$ cat config.mk
export PLATFORM = sky130hd
export DESIGN_NAME = tsr_stream_top
export DESIGN_NICKNAME = d
export VERILOG_FILES = /design/src/rtl/tsr_pkg.sv /design/src/rtl/tsr_timing_if.sv /design/src/rtl/tsr_frame_timing.sv /design/src/rtl/tsr_stream_top.sv
export SDC_FILE = /design/constraint.sdc
export NUM_CORES = 1
export LEC_CHECK = 0
export BUFFER_PORTS_ARGS = -buffer_cell sky130_fd_sc_hd__buf_2
export CORE_AREA = 2 2 423 425
export DETAILED_ROUTE_END_ITERATION = 8
export DIE_AREA = 0 0 425 427
export GPL_ROUTABILITY_DRIVEN = 0
export PLACE_DENSITY_LB_ADDON = 0.2
export SLEW_MARGIN = 30
export SYNTH_ARGS = -nofsm -noshare
export SYNTH_HDL_FRONTEND = slang
export SYNTH_SLANG_ARGS = --single-unit
$ cat constraint.sdc
create_clock -name ref_clk_in -period 39.2 [get_ports ref_clk_in]
set_input_delay 5.88 -clock ref_clk_in [delete_from_list [all_inputs] [get_ports ref_clk_in]]
set_output_delay 5.88 -clock ref_clk_in [all_outputs]
set_load 0.02 [all_outputs]
$ cat src/rtl/tsr_pkg.sv
// shared constants and types for the tdm stream rate and frame timing block
// Operation
// - master clock shifts every stream bit
// - frame pulse low width by mode
// - bus clock only aligns CT/HMVIP frames
// - local frame pulse 244 ns low
// - local clock 4.096 MHz from master
// - backplane 0-15: 2/4/8 Mb/s rates
// - backplane 16-23: 2/4 Mb/s, HMVIP 8
// - backplane 24-31 only 2/4 Mb/s
// - eval mode makes 0-23 evaluation inputs
// - local 0-3: 2 or 8 Mb/s
// - local 4-11: 2 Mb/s only
// - reset clears counters and registers
// - sub-rate switches 2-bit 16 kb/s channels
// - 512 local output channels capacity
// - frame pulse every 125 us
// - 8 Mb/s backplane uses streams 0-15
// - sub-rate: stream 12 carries 128 channels
// - drive gate low disables all stream outputs
package tsr_pkg;
   // master clock and frame geometry
   localparam int MCLK_KHZ = 16384; // master clock rate
   localparam int FRAME_US = 125; // frame period
   localparam int FRAME_MCYC = MCLK_KHZ * FRAME_US / 1000; // master cycles per frame
   localparam int CNT_W = $clog2(FRAME_MCYC); // frame counter width
   localparam logic [CNT_W-1:0] CNT_LAST = CNT_W'(FRAME_MCYC - 1);
   // frame pulse widths, least times rounded up to master cycles
   localparam int FP_NATIVE_NS = 61;
   localparam int FP_CT_NS = 122;
   localparam int FP_HMVIP_NS = 244;
   localparam int FP_NATIVE_MCYC = (FP_NATIVE_NS * MCLK_KHZ + 999999) / 1000000;
   localparam int FP_CT_MCYC = (FP_CT_NS * MCLK_KHZ + 999999) / 1000000;
   localparam int FP_HMVIP_MCYC = (FP_HMVIP_NS * MCLK_KHZ + 999999) / 1000000;
   // local frame pulse output width
   localparam int FPO_NS = 244;
   localparam int FPO_MCYC = (FPO_NS * MCLK_KHZ + 999999) / 1000000;
   localparam logic [CNT_W-1:0] FPO_LOW_START = CNT_W'(FRAME_MCYC - FPO_MCYC / 2);
   localparam logic [CNT_W-1:0] FPO_LOW_END = CNT_W'(FPO_MCYC / 2 - 1);
   // local clock bit of the frame counter (master / 4)
   localparam int LCLK_BIT = 1;
   // width counter saturation
   localparam int FPW_W = 4;
   // stream lanes: backplane 0..31, then local 0..12
   localparam int N_BP = 32;
   localparam int N_LOC = 13;
   localparam int N_LANE = N_BP + N_LOC;
   localparam int N_EVAL = 24;
   localparam int BP_MID_FIRST = 16;
   localparam int BP_HI_FIRST = 24;
   localparam int LOC_SLOW_FIRST = 4;
   localparam int LOC_SUB_IDX = 12;
   localparam int SUB_BITS = 2;
   // frame alignment modes
   typedef enum logic [1:0] {
      ALIGN_NATIVE = 2'b00,
      ALIGN_CT = 2'b01,
      ALIGN_HMVIP = 2'b10
   } tsr_align_t;
   // backplane modes
   typedef enum logic [1:0] {
      BP_2M = 2'b00,
      BP_4M = 2'b01,
      BP_8M = 2'b10,
      BP_HMVIP = 2'b11
   } tsr_bp_mode_t;
   // local modes
   typedef enum logic [1:0] {
      LOC_2M = 2'b00,
      LOC_8M = 2'b01,
      LOC_SUB = 2'b10
   } tsr_loc_mode_t;
   // per-lane rate
   typedef enum logic [2:0] {
      RATE_OFF = 3'b000,
      RATE_2M = 3'b001,
      RATE_4M = 3'b010,
      RATE_8M = 3'b011,
      RATE_SUB = 3'b100
   } tsr_rate_t;
endpackage

$ cat src/rtl/tsr_timing_if.sv
// frame timing carried from the timing generator to the stream lanes
`timescale 1ns/100ps
interface tsr_timing_if import tsr_pkg::*; ();
   logic tick; // one ref cycle per master clock rising edge
   logic [CNT_W-1:0] frame_cnt; // master cycle within frame
   modport src (output tick, output frame_cnt);
   modport dst (input tick, input frame_cnt);
endinterface

$ cat src/rtl/tsr_frame_timing.sv
// frame counter, frame pulse alignment and local clock/frame outputs
`timescale 1ns/100ps
module tsr_frame_timing import tsr_pkg::*; (
   input wire logic ref_clk_in,
   input wire logic rst_n_in,
   input wire logic master_clk_in,
   input wire logic master_frame_pulse_n_in,
   input wire logic bus_align_clk_in,
   input wire logic [1:0] align_mode_in,
   tsr_timing_if.src tim,
   output logic local_clk_out,
   output logic local_frame_pulse_n_out,
   output logic fp_width_err_out
);
   logic mclk_reg; // previous master clock level
   logic aclk_reg; // previous bus clock level
   logic fp_reg; // frame pulse level at last master tick
   logic align_pend_reg; // bus-clock aligned frame start waiting for a tick
   logic [CNT_W-1:0] cnt_reg; // master cycle within frame
   logic [FPW_W-1:0] fpw_reg; // low width of current frame pulse
   logic tick;
   logic aclk_rise;
   logic native_start;
   logic [FPW_W-1:0] fpw_expect;

   assign tick = master_clk_in & ~mclk_reg;
   assign aclk_rise = bus_align_clk_in & ~aclk_reg;
   assign native_start = tick & fp_reg & ~master_frame_pulse_n_in;
   assign tim.tick = tick;
   assign tim.frame_cnt = cnt_reg;

   // expected low width in master cycles for the selected framing
   always_comb begin
      unique case (align_mode_in)
         ALIGN_CT: fpw_expect = FPW_W'(FP_CT_MCYC);
         ALIGN_HMVIP: fpw_expect = FPW_W'(FP_HMVIP_MCYC);
         default: fpw_expect = FPW_W'(FP_NATIVE_MCYC); // native, and illegal code
      endcase
   end

   // edge history of the two clock inputs
   always_ff @(posedge ref_clk_in or negedge rst_n_in) begin
      if (!rst_n_in) begin
         mclk_reg <= 1'b0;
         aclk_reg <= 1'b0;
      end else begin
         mclk_reg <= master_clk_in;
         aclk_reg <= bus_align_clk_in;
      end
   end

   // in CT and HMVIP framing the bus clock edge marks the frame start
   always_ff @(posedge ref_clk_in or negedge rst_n_in) begin
      if (!rst_n_in) begin
         align_pend_reg <= 1'b0;
      end else if (align_mode_in != ALIGN_NATIVE && aclk_rise && !master_frame_pulse_n_in && fp_reg) begin
         align_pend_reg <= 1'b1;
      end else if (tick) begin
         align_pend_reg <= 1'b0;
      end
   end

   // frame counter; restarts on the aligned frame edge, else wraps each 125 us
   always_ff @(posedge ref_clk_in or negedge rst_n_in) begin
      if (!rst_n_in) begin
         cnt_reg <= '0;
      end else if (tick) begin
         if ((align_mode_in == ALIGN_NATIVE) ? native_start : align_pend_reg) begin
            cnt_reg <= '0;
         end else if (cnt_reg == CNT_LAST) begin
            cnt_reg <= '0;
         end else begin
            cnt_reg <= cnt_reg + 1'b1;
         end
      end
   end

   // frame pulse width check; flags a pulse whose low time misses the mode width
   always_ff @(posedge ref_clk_in or negedge rst_n_in) begin
      if (!rst_n_in) begin
         fp_reg <= 1'b1;
         fpw_reg <= '0;
         fp_width_err_out <= 1'b0;
      end else begin
         fp_width_err_out <= 1'b0;
         if (tick) begin
            fp_reg <= master_frame_pulse_n_in;
            if (!master_frame_pulse_n_in) begin
               if (fpw_reg != '1) begin
                  fpw_reg <= fpw_reg + 1'b1; // saturates, so long lows still report
               end
            end else begin
               fpw_reg <= '0;
               if (!fp_reg && fpw_reg != fpw_expect) begin
                  fp_width_err_out <= 1'b1;
               end
            end
         end
      end
   end

   // local 4.096 MHz clock and 244 ns frame pulse straddling the boundary
   always_ff @(posedge ref_clk_in or negedge rst_n_in) begin
      if (!rst_n_in) begin
         local_clk_out <= 1'b0;
         local_frame_pulse_n_out <= 1'b1;
      end else begin
         local_clk_out <= ~cnt_reg[LCLK_BIT];
         local_frame_pulse_n_out <= ~(cnt_reg >= FPO_LOW_START || cnt_reg <= FPO_LOW_END);
      end
   end
endmodule

$ cat src/rtl/tsr_stream_top.sv
// serial stream lanes of the rate converting switch with their frame timing
`timescale 1ns/100ps
module tsr_stream_top import tsr_pkg::*; (
   input wire logic ref_clk_in,
   input wire logic rst_n_in,
   input wire logic master_clk_in,
   input wire logic master_frame_pulse_n_in,
   input wire logic bus_align_clk_in,
   input wire logic [1:0] align_mode_in,
   input wire logic [1:0] bp_mode_in,
   input wire logic [1:0] local_mode_in,
   input wire logic frame_eval_mode_in,
   input wire logic output_drive_gate_in,
   input wire logic [15:0] bp_stream_lo_in,
   output logic [15:0] bp_stream_lo_out,
   output logic [15:0] bp_stream_lo_oe_out,
   input wire logic [7:0] bp_stream_mid_in,
   output logic [7:0] bp_stream_mid_out,
   output logic [7:0] bp_stream_mid_oe_out,
   input wire logic [7:0] bp_stream_hi_in,
   output logic [7:0] bp_stream_hi_out,
   output logic [7:0] bp_stream_hi_oe_out,
   input wire logic [3:0] local_in_fast_in,
   input wire logic [7:0] local_in_slow_in,
   input wire logic local_in_sub_in,
   output logic [12:0] local_stream_out,
   output logic [12:0] local_stream_oe_out,
   input wire logic [31:0] bp_drive_in,
   input wire logic [N_LANE-1:0][7:0] tx_data_in,
   output logic [N_LANE-1:0] tx_load_out,
   output logic [N_LANE-1:0][7:0] rx_data_out,
   output logic [N_LANE-1:0] rx_valid_out,
   output logic [N_LANE-1:0] lane_active_out,
   output logic [N_EVAL-1:0] frame_eval_out,
   output logic [CNT_W-1:0] frame_count_out,
   output logic local_clk_out,
   output logic local_frame_pulse_n_out,
   output logic fp_width_err_out
);
   logic rst_meta_reg; // first reset release stage
   logic rst_sync_reg; // released reset used everywhere else
   logic [N_LANE-1:0] lane_in; // serial input level per lane
   logic [N_LANE-1:0] lane_out_reg; // serial output bit per lane
   logic [N_LANE-1:0] lane_drive; // lane output enable before the gate
   logic [N_LANE-1:0] lane_rx_ok; // lane may receive this frame
   tsr_bp_mode_t bp_mode;
   tsr_loc_mode_t loc_mode;

   tsr_timing_if tim ();

   assign bp_mode = tsr_bp_mode_t'(bp_mode_in);
   assign loc_mode = tsr_loc_mode_t'(local_mode_in);

   // rate of a lane for the selected backplane and local modes
   function automatic tsr_rate_t lane_rate(input int idx, input tsr_bp_mode_t bpm, input tsr_loc_mode_t lm);
      tsr_rate_t r;
      r = RATE_OFF;
      if (idx < BP_MID_FIRST) begin
         unique case (bpm)
            BP_2M: r = RATE_2M;
            BP_4M: r = RATE_4M;
            BP_8M: r = RATE_8M;
            BP_HMVIP: r = RATE_2M;
         endcase
      end else if (idx < BP_HI_FIRST) begin
         unique case (bpm)
            BP_2M: r = RATE_2M;
            BP_4M: r = RATE_4M;
            BP_8M: r = RATE_OFF;
            BP_HMVIP: r = RATE_8M;
         endcase
      end else if (idx < N_BP) begin
         r = (bpm == BP_2M) ? RATE_2M : (bpm == BP_4M) ? RATE_4M : RATE_OFF;
      end else if (idx < N_BP + LOC_SLOW_FIRST) begin
         r = (lm == LOC_8M) ? RATE_8M : (lm == LOC_2M || lm == LOC_SUB) ? RATE_2M : RATE_OFF;
      end else if (idx < N_BP + LOC_SUB_IDX) begin
         r = (lm == LOC_2M || lm == LOC_SUB) ? RATE_2M : RATE_OFF;
      end else begin
         r = (lm == LOC_2M) ? RATE_2M : (lm == LOC_SUB) ? RATE_SUB : RATE_OFF;
      end
      return r;
   endfunction

   // reset release through two flops; assertion stays asynchronous
   always_ff @(posedge ref_clk_in or negedge rst_n_in) begin
      if (!rst_n_in) begin
         rst_meta_reg <= 1'b0;
         rst_sync_reg <= 1'b0;
      end else begin
         rst_meta_reg <= 1'b1;
         rst_sync_reg <= rst_meta_reg;
      end
   end

   // frame timing generator
   tsr_frame_timing u_timing (
      .ref_clk_in(ref_clk_in),
      .rst_n_in(rst_sync_reg),
      .master_clk_in(master_clk_in),
      .master_frame_pulse_n_in(master_frame_pulse_n_in),
      .bus_align_clk_in(bus_align_clk_in),
      .align_mode_in(align_mode_in),
      .tim(tim.src),
      .local_clk_out(local_clk_out),
      .local_frame_pulse_n_out(local_frame_pulse_n_out),
      .fp_width_err_out(fp_width_err_out)
   );

   assign frame_count_out = tim.frame_cnt;

   // gather all serial inputs into one lane vector
   assign lane_in = {local_in_sub_in, local_in_slow_in, local_in_fast_in,
                     bp_stream_hi_in, bp_stream_mid_in, bp_stream_lo_in};

   // a backplane lane drives when its direction bit says so, local lanes always drive
   assign lane_drive = {{N_LOC{1'b1}}, bp_drive_in};

   // gated drivers; eval mode turns the first backplane pins into pure inputs
   always_comb begin
      logic [N_LANE-1:0] en;
      en = '0;
      for (int k = 0; k < N_LANE; k++) begin
         en[k] = output_drive_gate_in & lane_active_out[k] & lane_drive[k];
         if (frame_eval_mode_in && k < N_EVAL) begin
            en[k] = 1'b0;
         end
      end
      bp_stream_lo_oe_out = en[15:0];
      bp_stream_mid_oe_out = en[23:16];
      bp_stream_hi_oe_out = en[31:24];
      local_stream_oe_out = en[N_LANE-1:N_BP];
   end

   // output data levels come straight from the lane bit flops
   assign bp_stream_lo_out = lane_out_reg[15:0];
   assign bp_stream_mid_out = lane_out_reg[23:16];
   assign bp_stream_hi_out = lane_out_reg[31:24];
   assign local_stream_out = lane_out_reg[N_LANE-1:N_BP];

   // backplane lanes receive unless they drive, local lanes always do; none while serving frame evaluation
   always_comb begin
      for (int k = 0; k < N_LANE; k++) begin
         lane_rx_ok[k] = ~lane_drive[k] | (k >= N_BP);
         if (frame_eval_mode_in && k < N_EVAL) begin
            lane_rx_ok[k] = 1'b0;
         end
      end
   end

   // evaluation inputs sampled at each frame boundary while eval mode is on
   always_ff @(posedge ref_clk_in or negedge rst_sync_reg) begin
      if (!rst_sync_reg) begin
         frame_eval_out <= '0;
      end else if (!frame_eval_mode_in) begin
         frame_eval_out <= '0;
      end else if (tim.tick && tim.frame_cnt == '0) begin
         frame_eval_out <= lane_in[N_EVAL-1:0];
      end
   end

   // one lane per stream; bit timing taken from the frame counter
   for (genvar i = 0; i < N_LANE; i++) begin : g_lane
      tsr_rate_t rate;
      logic bit_start; // first master cycle of a bit
      logic bit_end; // last master cycle of a bit, where input is sampled
      logic [2:0] pos; // bit position within channel
      logic [2:0] last_pos; // final bit position of a channel
      logic [7:0] rx_shift_reg; // bits received so far this channel
      logic [7:0] tx_hold_reg; // channel byte being sent
      logic [7:0] rx_full;

      assign rate = lane_rate(i, bp_mode, loc_mode);
      assign lane_active_out[i] = (rate != RATE_OFF);
      assign rx_full = {rx_shift_reg[6:0], lane_in[i]};

      // bit slots: 8.192 Mb/s is 2 master cycles, 4.096 is 4, 2.048 is 8
      always_comb begin
         bit_start = 1'b0;
         bit_end = 1'b0;
         pos = 3'h0;
         last_pos = 3'h7;
         unique case (rate)
            RATE_8M: begin
               bit_start = (tim.frame_cnt[0] == 1'b0);
               bit_end = (tim.frame_cnt[0] == 1'b1);
               pos = tim.frame_cnt[3:1]; // 128 channels per frame
            end
            RATE_4M: begin
               bit_start = (tim.frame_cnt[1:0] == 2'h0);
               bit_end = (tim.frame_cnt[1:0] == 2'h3);
               pos = tim.frame_cnt[4:2]; // 64 channels per frame
            end
            RATE_2M: begin
               bit_start = (tim.frame_cnt[2:0] == 3'h0);
               bit_end = (tim.frame_cnt[2:0] == 3'h7);
               pos = tim.frame_cnt[5:3]; // 32 channels per frame
            end
            RATE_SUB: begin
               bit_start = (tim.frame_cnt[2:0] == 3'h0);
               bit_end = (tim.frame_cnt[2:0] == 3'h7);
               pos = {2'h0, tim.frame_cnt[3]};
               last_pos = 3'(SUB_BITS - 1);
            end
            RATE_OFF: begin
               bit_start = 1'b0; // idle lane never shifts
            end
            default: begin
               bit_start = 1'b0; // unused rate codes stay idle
            end
         endcase
      end

      // receive: shift in at bit end, hand over the channel at its last bit
      always_ff @(posedge ref_clk_in or negedge rst_sync_reg) begin
         if (!rst_sync_reg) begin
            rx_shift_reg <= '0;
            rx_data_out[i] <= '0;
            rx_valid_out[i] <= 1'b0;
         end else begin
            rx_valid_out[i] <= 1'b0;
            if (tim.tick && bit_end && lane_rx_ok[i]) begin
               rx_shift_reg <= rx_full;
               if (pos == last_pos) begin
                  // sub-rate channels carry two bits, kept in the low end
                  rx_data_out[i] <= (rate == RATE_SUB) ? {6'h00, rx_full[1:0]} : rx_full;
                  rx_valid_out[i] <= 1'b1;
               end
            end
         end
      end

      // transmit: take the channel byte at its first bit, msb first
      always_ff @(posedge ref_clk_in or negedge rst_sync_reg) begin
         if (!rst_sync_reg) begin
            tx_hold_reg <= '0;
            lane_out_reg[i] <= 1'b0;
            tx_load_out[i] <= 1'b0;
         end else begin
            tx_load_out[i] <= 1'b0;
            if (rate == RATE_OFF) begin
               lane_out_reg[i] <= 1'b0; // idle lanes rest low
            end else if (tim.tick && bit_start) begin
               if (pos == 3'h0) begin
                  tx_hold_reg <= tx_data_in[i];
                  lane_out_reg[i] <= tx_data_in[i][last_pos];
                  tx_load_out[i] <= 1'b1;
               end else begin
                  lane_out_reg[i] <= tx_hold_reg[last_pos - pos];
               end
            end
         end
      end
   end
endmodule

[Yosys cells after proc, flatten, opt, wreduce, memory -nomap -nowiden]
Index checks and enable logic that the tools add are counted.
Storage, ports and cells
  word-level logic and storage cells: 1031
  input port bits: 450
  output and inout port bits: 623
  register bits: 1169
Operators by class
  bitwise gates (word level): 86
  mux-type cells: 512
  reductions and logical operators: 135
  magnitude comparators: 14
  add/subtract/negate cells: 8
  equality and inequality tests: 43
Operator list (number)
  $mux W8: 45
  $mux W1: 339
  $bmux W1 S3: 90
  $pmux W3 S4: 7
  $reduce_and A2 Y1: 36
  $logic_and A1 B1 Y1: 49
  $lt A3 B4 Y1 const B: 12
  $mux W24: 2
  $not A1 Y1: 44
  $and A1 B1 Y1: 42
  $logic_not A3 Y1: 13
  $pmux W1 S3: 12
  $mux W3: 9
  $eq A3 B2 Y1 const B: 8
  $mux W11: 2
  $eq A3 B3 Y1: 6
  $reduce_and A3 Y1: 6
  $reduce_bool A2 Y1: 9
  $reduce_bool A3 Y1: 6
  $sub A3 B3 Y3: 6
  $eq A3 B3 Y1 const B: 5
  $eq A2 B2 Y1 const B: 7
  $reduce_or A2 Y1: 7
  $eq A3 B1 Y1 const B: 4
  21 further kinds: 32

[Depth between registers and ports, before layout]
  depth in word-level cells: 12
  mapped depth: 12
  gate-level depth less buffers: 8

[Hierarchy]
From an unflattened synthesis, not the netlist that was laid out.
Unflattened totals
  cells, all modules: 3148
  area total of the unflattened synthesis: 47035.1 um2
Modules (own cells, without submodules)
  tsr_stream_top: area each 45859.0 um2, times used 1, cells each 3032, sequential area each 27601.5 um2
  tsr_frame_timing: area each 1176.1 um2, times used 1, cells each 116, sequential area each 553.0 um2

[Least setup slack after synthesis]
OpenSTA, ideal clock, no wires.
  path type: input to output
  start point: in bp_mode_in[0]
  end point: out lane_active_out[10]
  slack: 25.441 ns
  arrival: 7.879 ns
  path buffers: 4
  stages on the path: 8
  required time: 33.320 ns
  path through: inv_1 -> ha_1 -> nor2b_1 -> clkbuf_1 -> inv_1 -> clkbuf_1 -> buf_1 -> buf_4
Between the ends
  longest elaborated chain between the ends: 4
  elaborated cells between the ends (all ways): 7
Ends and longest elaborated chain
  from (decl): RTL line tsr_stream_top.sv:10  | input wire logic [1:0] bp_mode_in,
  $eq A2 B2 Y1 / $logic_not A2 Y1 (equally long branches)
  $reduce_or A2 Y1 (no source line)
  $pmux W3 S3 (*)
  $reduce_bool A3 Y1 (*)
  to (decl): RTL line tsr_stream_top.sv:33  | output logic [N_LANE-1:0] lane_active_out,
Every way passes the cells marked *; elsewhere a longest branch is shown, timed or not. The select of a mux whose other input is x is not followed.

[Worst setup path in the final report]
  start point: in frame_eval_mode_in
  end point: out bp_stream_mid_oe_out[1]
Between the ends
  longest elaborated chain between the ends: 1
Ends and longest elaborated chain
  from (decl): RTL line tsr_stream_top.sv:12  | input wire logic frame_eval_mode_in,
  $mux W1: RTL line tsr_stream_top.sv:124  | if (frame_eval_mode_in && k < N_EVAL) begin
  to (decl): RTL line tsr_stream_top.sv:19  | output logic [7:0] bp_stream_mid_oe_out,
Every way passes these cells.

==> impl_metrics.tcl <==
set metrics [dict create \
    nNetsFinal 4662 \
    insertion_delay_ns 0.78 \
    die_h_um 427 \
    cts_made_buffers 138 \
    cp-startpoint "frame_eval_mode_in" \
    cap_viol_max_count 0 \
    ys_warn_count 0 \
    synth_top_cell_by_area "dfrtp_1" \
    place_inst 6409 \
    met3_usage_pct 5.04 \
    syn_avg_cell_area_um2 14.7 \
    drcViolationCount 0 \
    cp_cell_sequence "buf_2 -> buf_4 -> nand2b_1 -> nor2_1 -> and2_1 -> buf_2" \
    ys_top_cells_by_area "dfrtp_1 60%, mux2_2 23%, mux4_2 1.6%, buf_4 1.6%, mux2i_1 1.3%" \
    slowest_stage "nor2_1" \
    area_delta_synth_final_pct 26.4 \
    synth_edf_count 0 \
    synth-async-reset-ratio_pct 100 \
    slew_violations 0 \
    slowest_delay_ns 0.72 \
    h-tree-depth 4 \
    rsz0062_at_grt "no" \
    fin_crit_ns 13.58 \
    ir_worst_vdd_v 0.0000399 \
    critPathArrivalTime_ns 7.70 \
    synthDistinctLibCells 68 \
    r2r_slack_ns 34.97 \
    cts_tree "done" \
    core_area_um2 177000 \
    clockBufferDepth 3 \
    worst_slew_pin_slew_ns 1.04 \
    synth_most_common_cell "dfrtp_1" \
    r2r_cells 7 \
    antenna_found_initial 86 \
    finalSetupTns_ns 0 \
    path_class "in2out" \
    rows 155 \
    grt_overflow 0 \
    wire_per_inst_um 23.5 \
    crit_top_cell "buf_2" \
    syn_inst 3175 \
    via_count 30316 \
    setup_violations 0 \
    clkSinkCount 1125 \
    die_x_um 425 \
    drt_iter0_drc 1656 \
    cts-root-buf "clkbuf_16" \
    dp_hpwl_um 117000 \
    end_kind "primary output" \
    powerDensity_nw_per_um2 55.5 \
    cts_setup_buffers 0 \
    ys_top_cells_by_count "1123 x dfrtp_1, 949 x mux2_2, 107 x clkbuf_1" \
    largest_reg_flops 360 \
    gr-max-usage-layer "met2" \
    crit_fanout 29 \
    wl_um 157000 \
    finalHoldViolations 0 \
    r2r-end "rx_data_out[138]" \
    r2r-start "u_timing.tim.frame_cnt[1]" \
    leakage_nw 30.5 \
    routed_via_density 4.54 \
    period_share_pct 34.6 \
    synthesis.nets 3640 \
    drive_above_1_share_pct 55.9 \
    ys_seq_elements 1125 \
    stdcell_count 6684 \
    io_buffers 1072 \
    synthFlopType "dfrtp_1" \
    ys_seq_area_share_pct 60.4 \
    ant_nets 0 \
    synth_area_um2 46600 \
    io_pins 1073 \
    relSlewSlack_pct 30.0 \
    hp-class "reg2async" \
    grt_max_degree 160 \
    grt_pass1_wl_um 225000 \
    status "finished, final reports clean" \
    max_freq_ghz 0.0737 \
    start_util_pct 26.3 \
    crit_required_ns 33.32 \
    die-area_um2 181000 \
    finClkSkew_ns 0.0244 \
    met1_usage_pct 20.5 \
    ctsHoldBuffers 0 \
    grt_pass1_vias 30798 \
    path_clk_slew_ns 0.06 \
    yosysTopAreaCellShare_pct 60.3 \
    firstDrtPassIters 5 \
    use_met2_pct 29.3 \
    startpoint_type "input pin" \
    cts_resized 0 \
    grt_use_total_pct 16.9 \
]
## cells in the final DEF, fill, tap and decap left out, types with 11 or more instances in the layout
cell | synthesis | routed
a211oi_1 | 21 | 20
a21oi_1 | 45 | 43
a221oi_1 | 21 | 21
a22oi_1 | 14 | 14
a32oi_1 | 11 | 11
and2_1 | 27 | 26
and3_1 | 14 | 14
buf_2 | 29 | 1072
buf_4 | 101 | 58
clkbuf_1 | 107 | 41
clkbuf_16 | 0 | 140
clkbuf_8 | 0 | 27
clkinv_2 | 0 | 17
dfrtp_1 | 1123 | 1121
diode_2 | 0 | 22
ha_1 | 15 | 15
inv_1 | 70 | 69
mux2_1 | 49 | 49
mux2_2 | 949 | 949
mux2i_1 | 62 | 62
mux4_2 | 34 | 34
nand2_1 | 100 | 100
nand2b_1 | 22 | 21
nand3_1 | 21 | 16
nor2_1 | 35 | 31
nor2b_1 | 37 | 35
nor3_2 | 15 | 13
nor3_4 | 10 | 13
o21ai_0 | 54 | 54
o221ai_1 | 34 | 34
or2_2 | 17 | 17
or4_1 | 19 | 18
## cell type report
class	count	area [µm²]
antenna	22	55.1
fill	17841	118000
tap	2355	2950
inverter	70	263
sequential	1125	28200
clock buffer	208	4030
multi-input combinational	1722	16900
clock inverter	42	522
timing repair buffer	1140	5990
## through the flow
step                      total power, W  util [%]  worst slack [ns]  hold slack (ns)  area [µm²]
after floorplan                  0.00181         -              5.52            0.331       46600
after global placement           0.00201      30.5             25.29            0.279       54100
after detailed placement         0.00202      30.6             25.53            0.280       54200
after CTS                        0.00333      33.1             25.52            0.285       58700
after global routing             0.00344      33.2             25.52            0.306       58800
final                            0.00327      33.2             25.62            0.276       58900
## worst max-delay path: cells and delay by family
family        cells  cell delay, ns
simple gates      3            1.24
buf+inv           3            0.55
## how the worst max path moves through the flow
stage                              endpoint  slack [ns]  cells after the start
detailed placement  bp_stream_mid_oe_out[0]       25.53                      6
global placement    bp_stream_lo_oe_out[14]       25.29                      8
CTS                 bp_stream_mid_oe_out[1]       25.52                      6
global route        bp_stream_mid_oe_out[1]       25.52                      6
finish              bp_stream_mid_oe_out[1]       25.62                      6
floorplan               bp_stream_hi_out[0]        5.52                      0
## power breakdown
part / internal, W / switching [W]
clock network: 0.000761 / 0.000523
logic: 0.000254 / 0.000271
registers: 0.00135 / 0.000111
## logic make-up (layout without fill, tap and decap cells)
| group | Yosys count | in the layout | synth area share, % |
|---|---|---|---|
| multiplexers | 1094 | 1094 | 27.1 |
| buffers and inverters | 328 | 1460 | 3.63 |
| other | 1 | 23 | 0.00805 |
| XOR/XNOR | 10 | 10 | 0.188 |
| AO/OA/AOI/OAI | 265 | 265 | 4.08 |
| AND/OR/NAND/NOR | 337 | 337 | 4.17 |
| flip-flops | 1125 | 1125 | 60.4 |
| adder cells (fa/ha/maj) | 15 | 15 | 0.403 |
## metal layers
metal | wire (µm) | vias up
met1 | 63200 | 15669
li1 | - | 13424
met3 | 10400 | 299
met4 | 3990 | 44
met5 | 284 | -
met2 | 79300 | 880
Power figures use the tool's default switching activity.
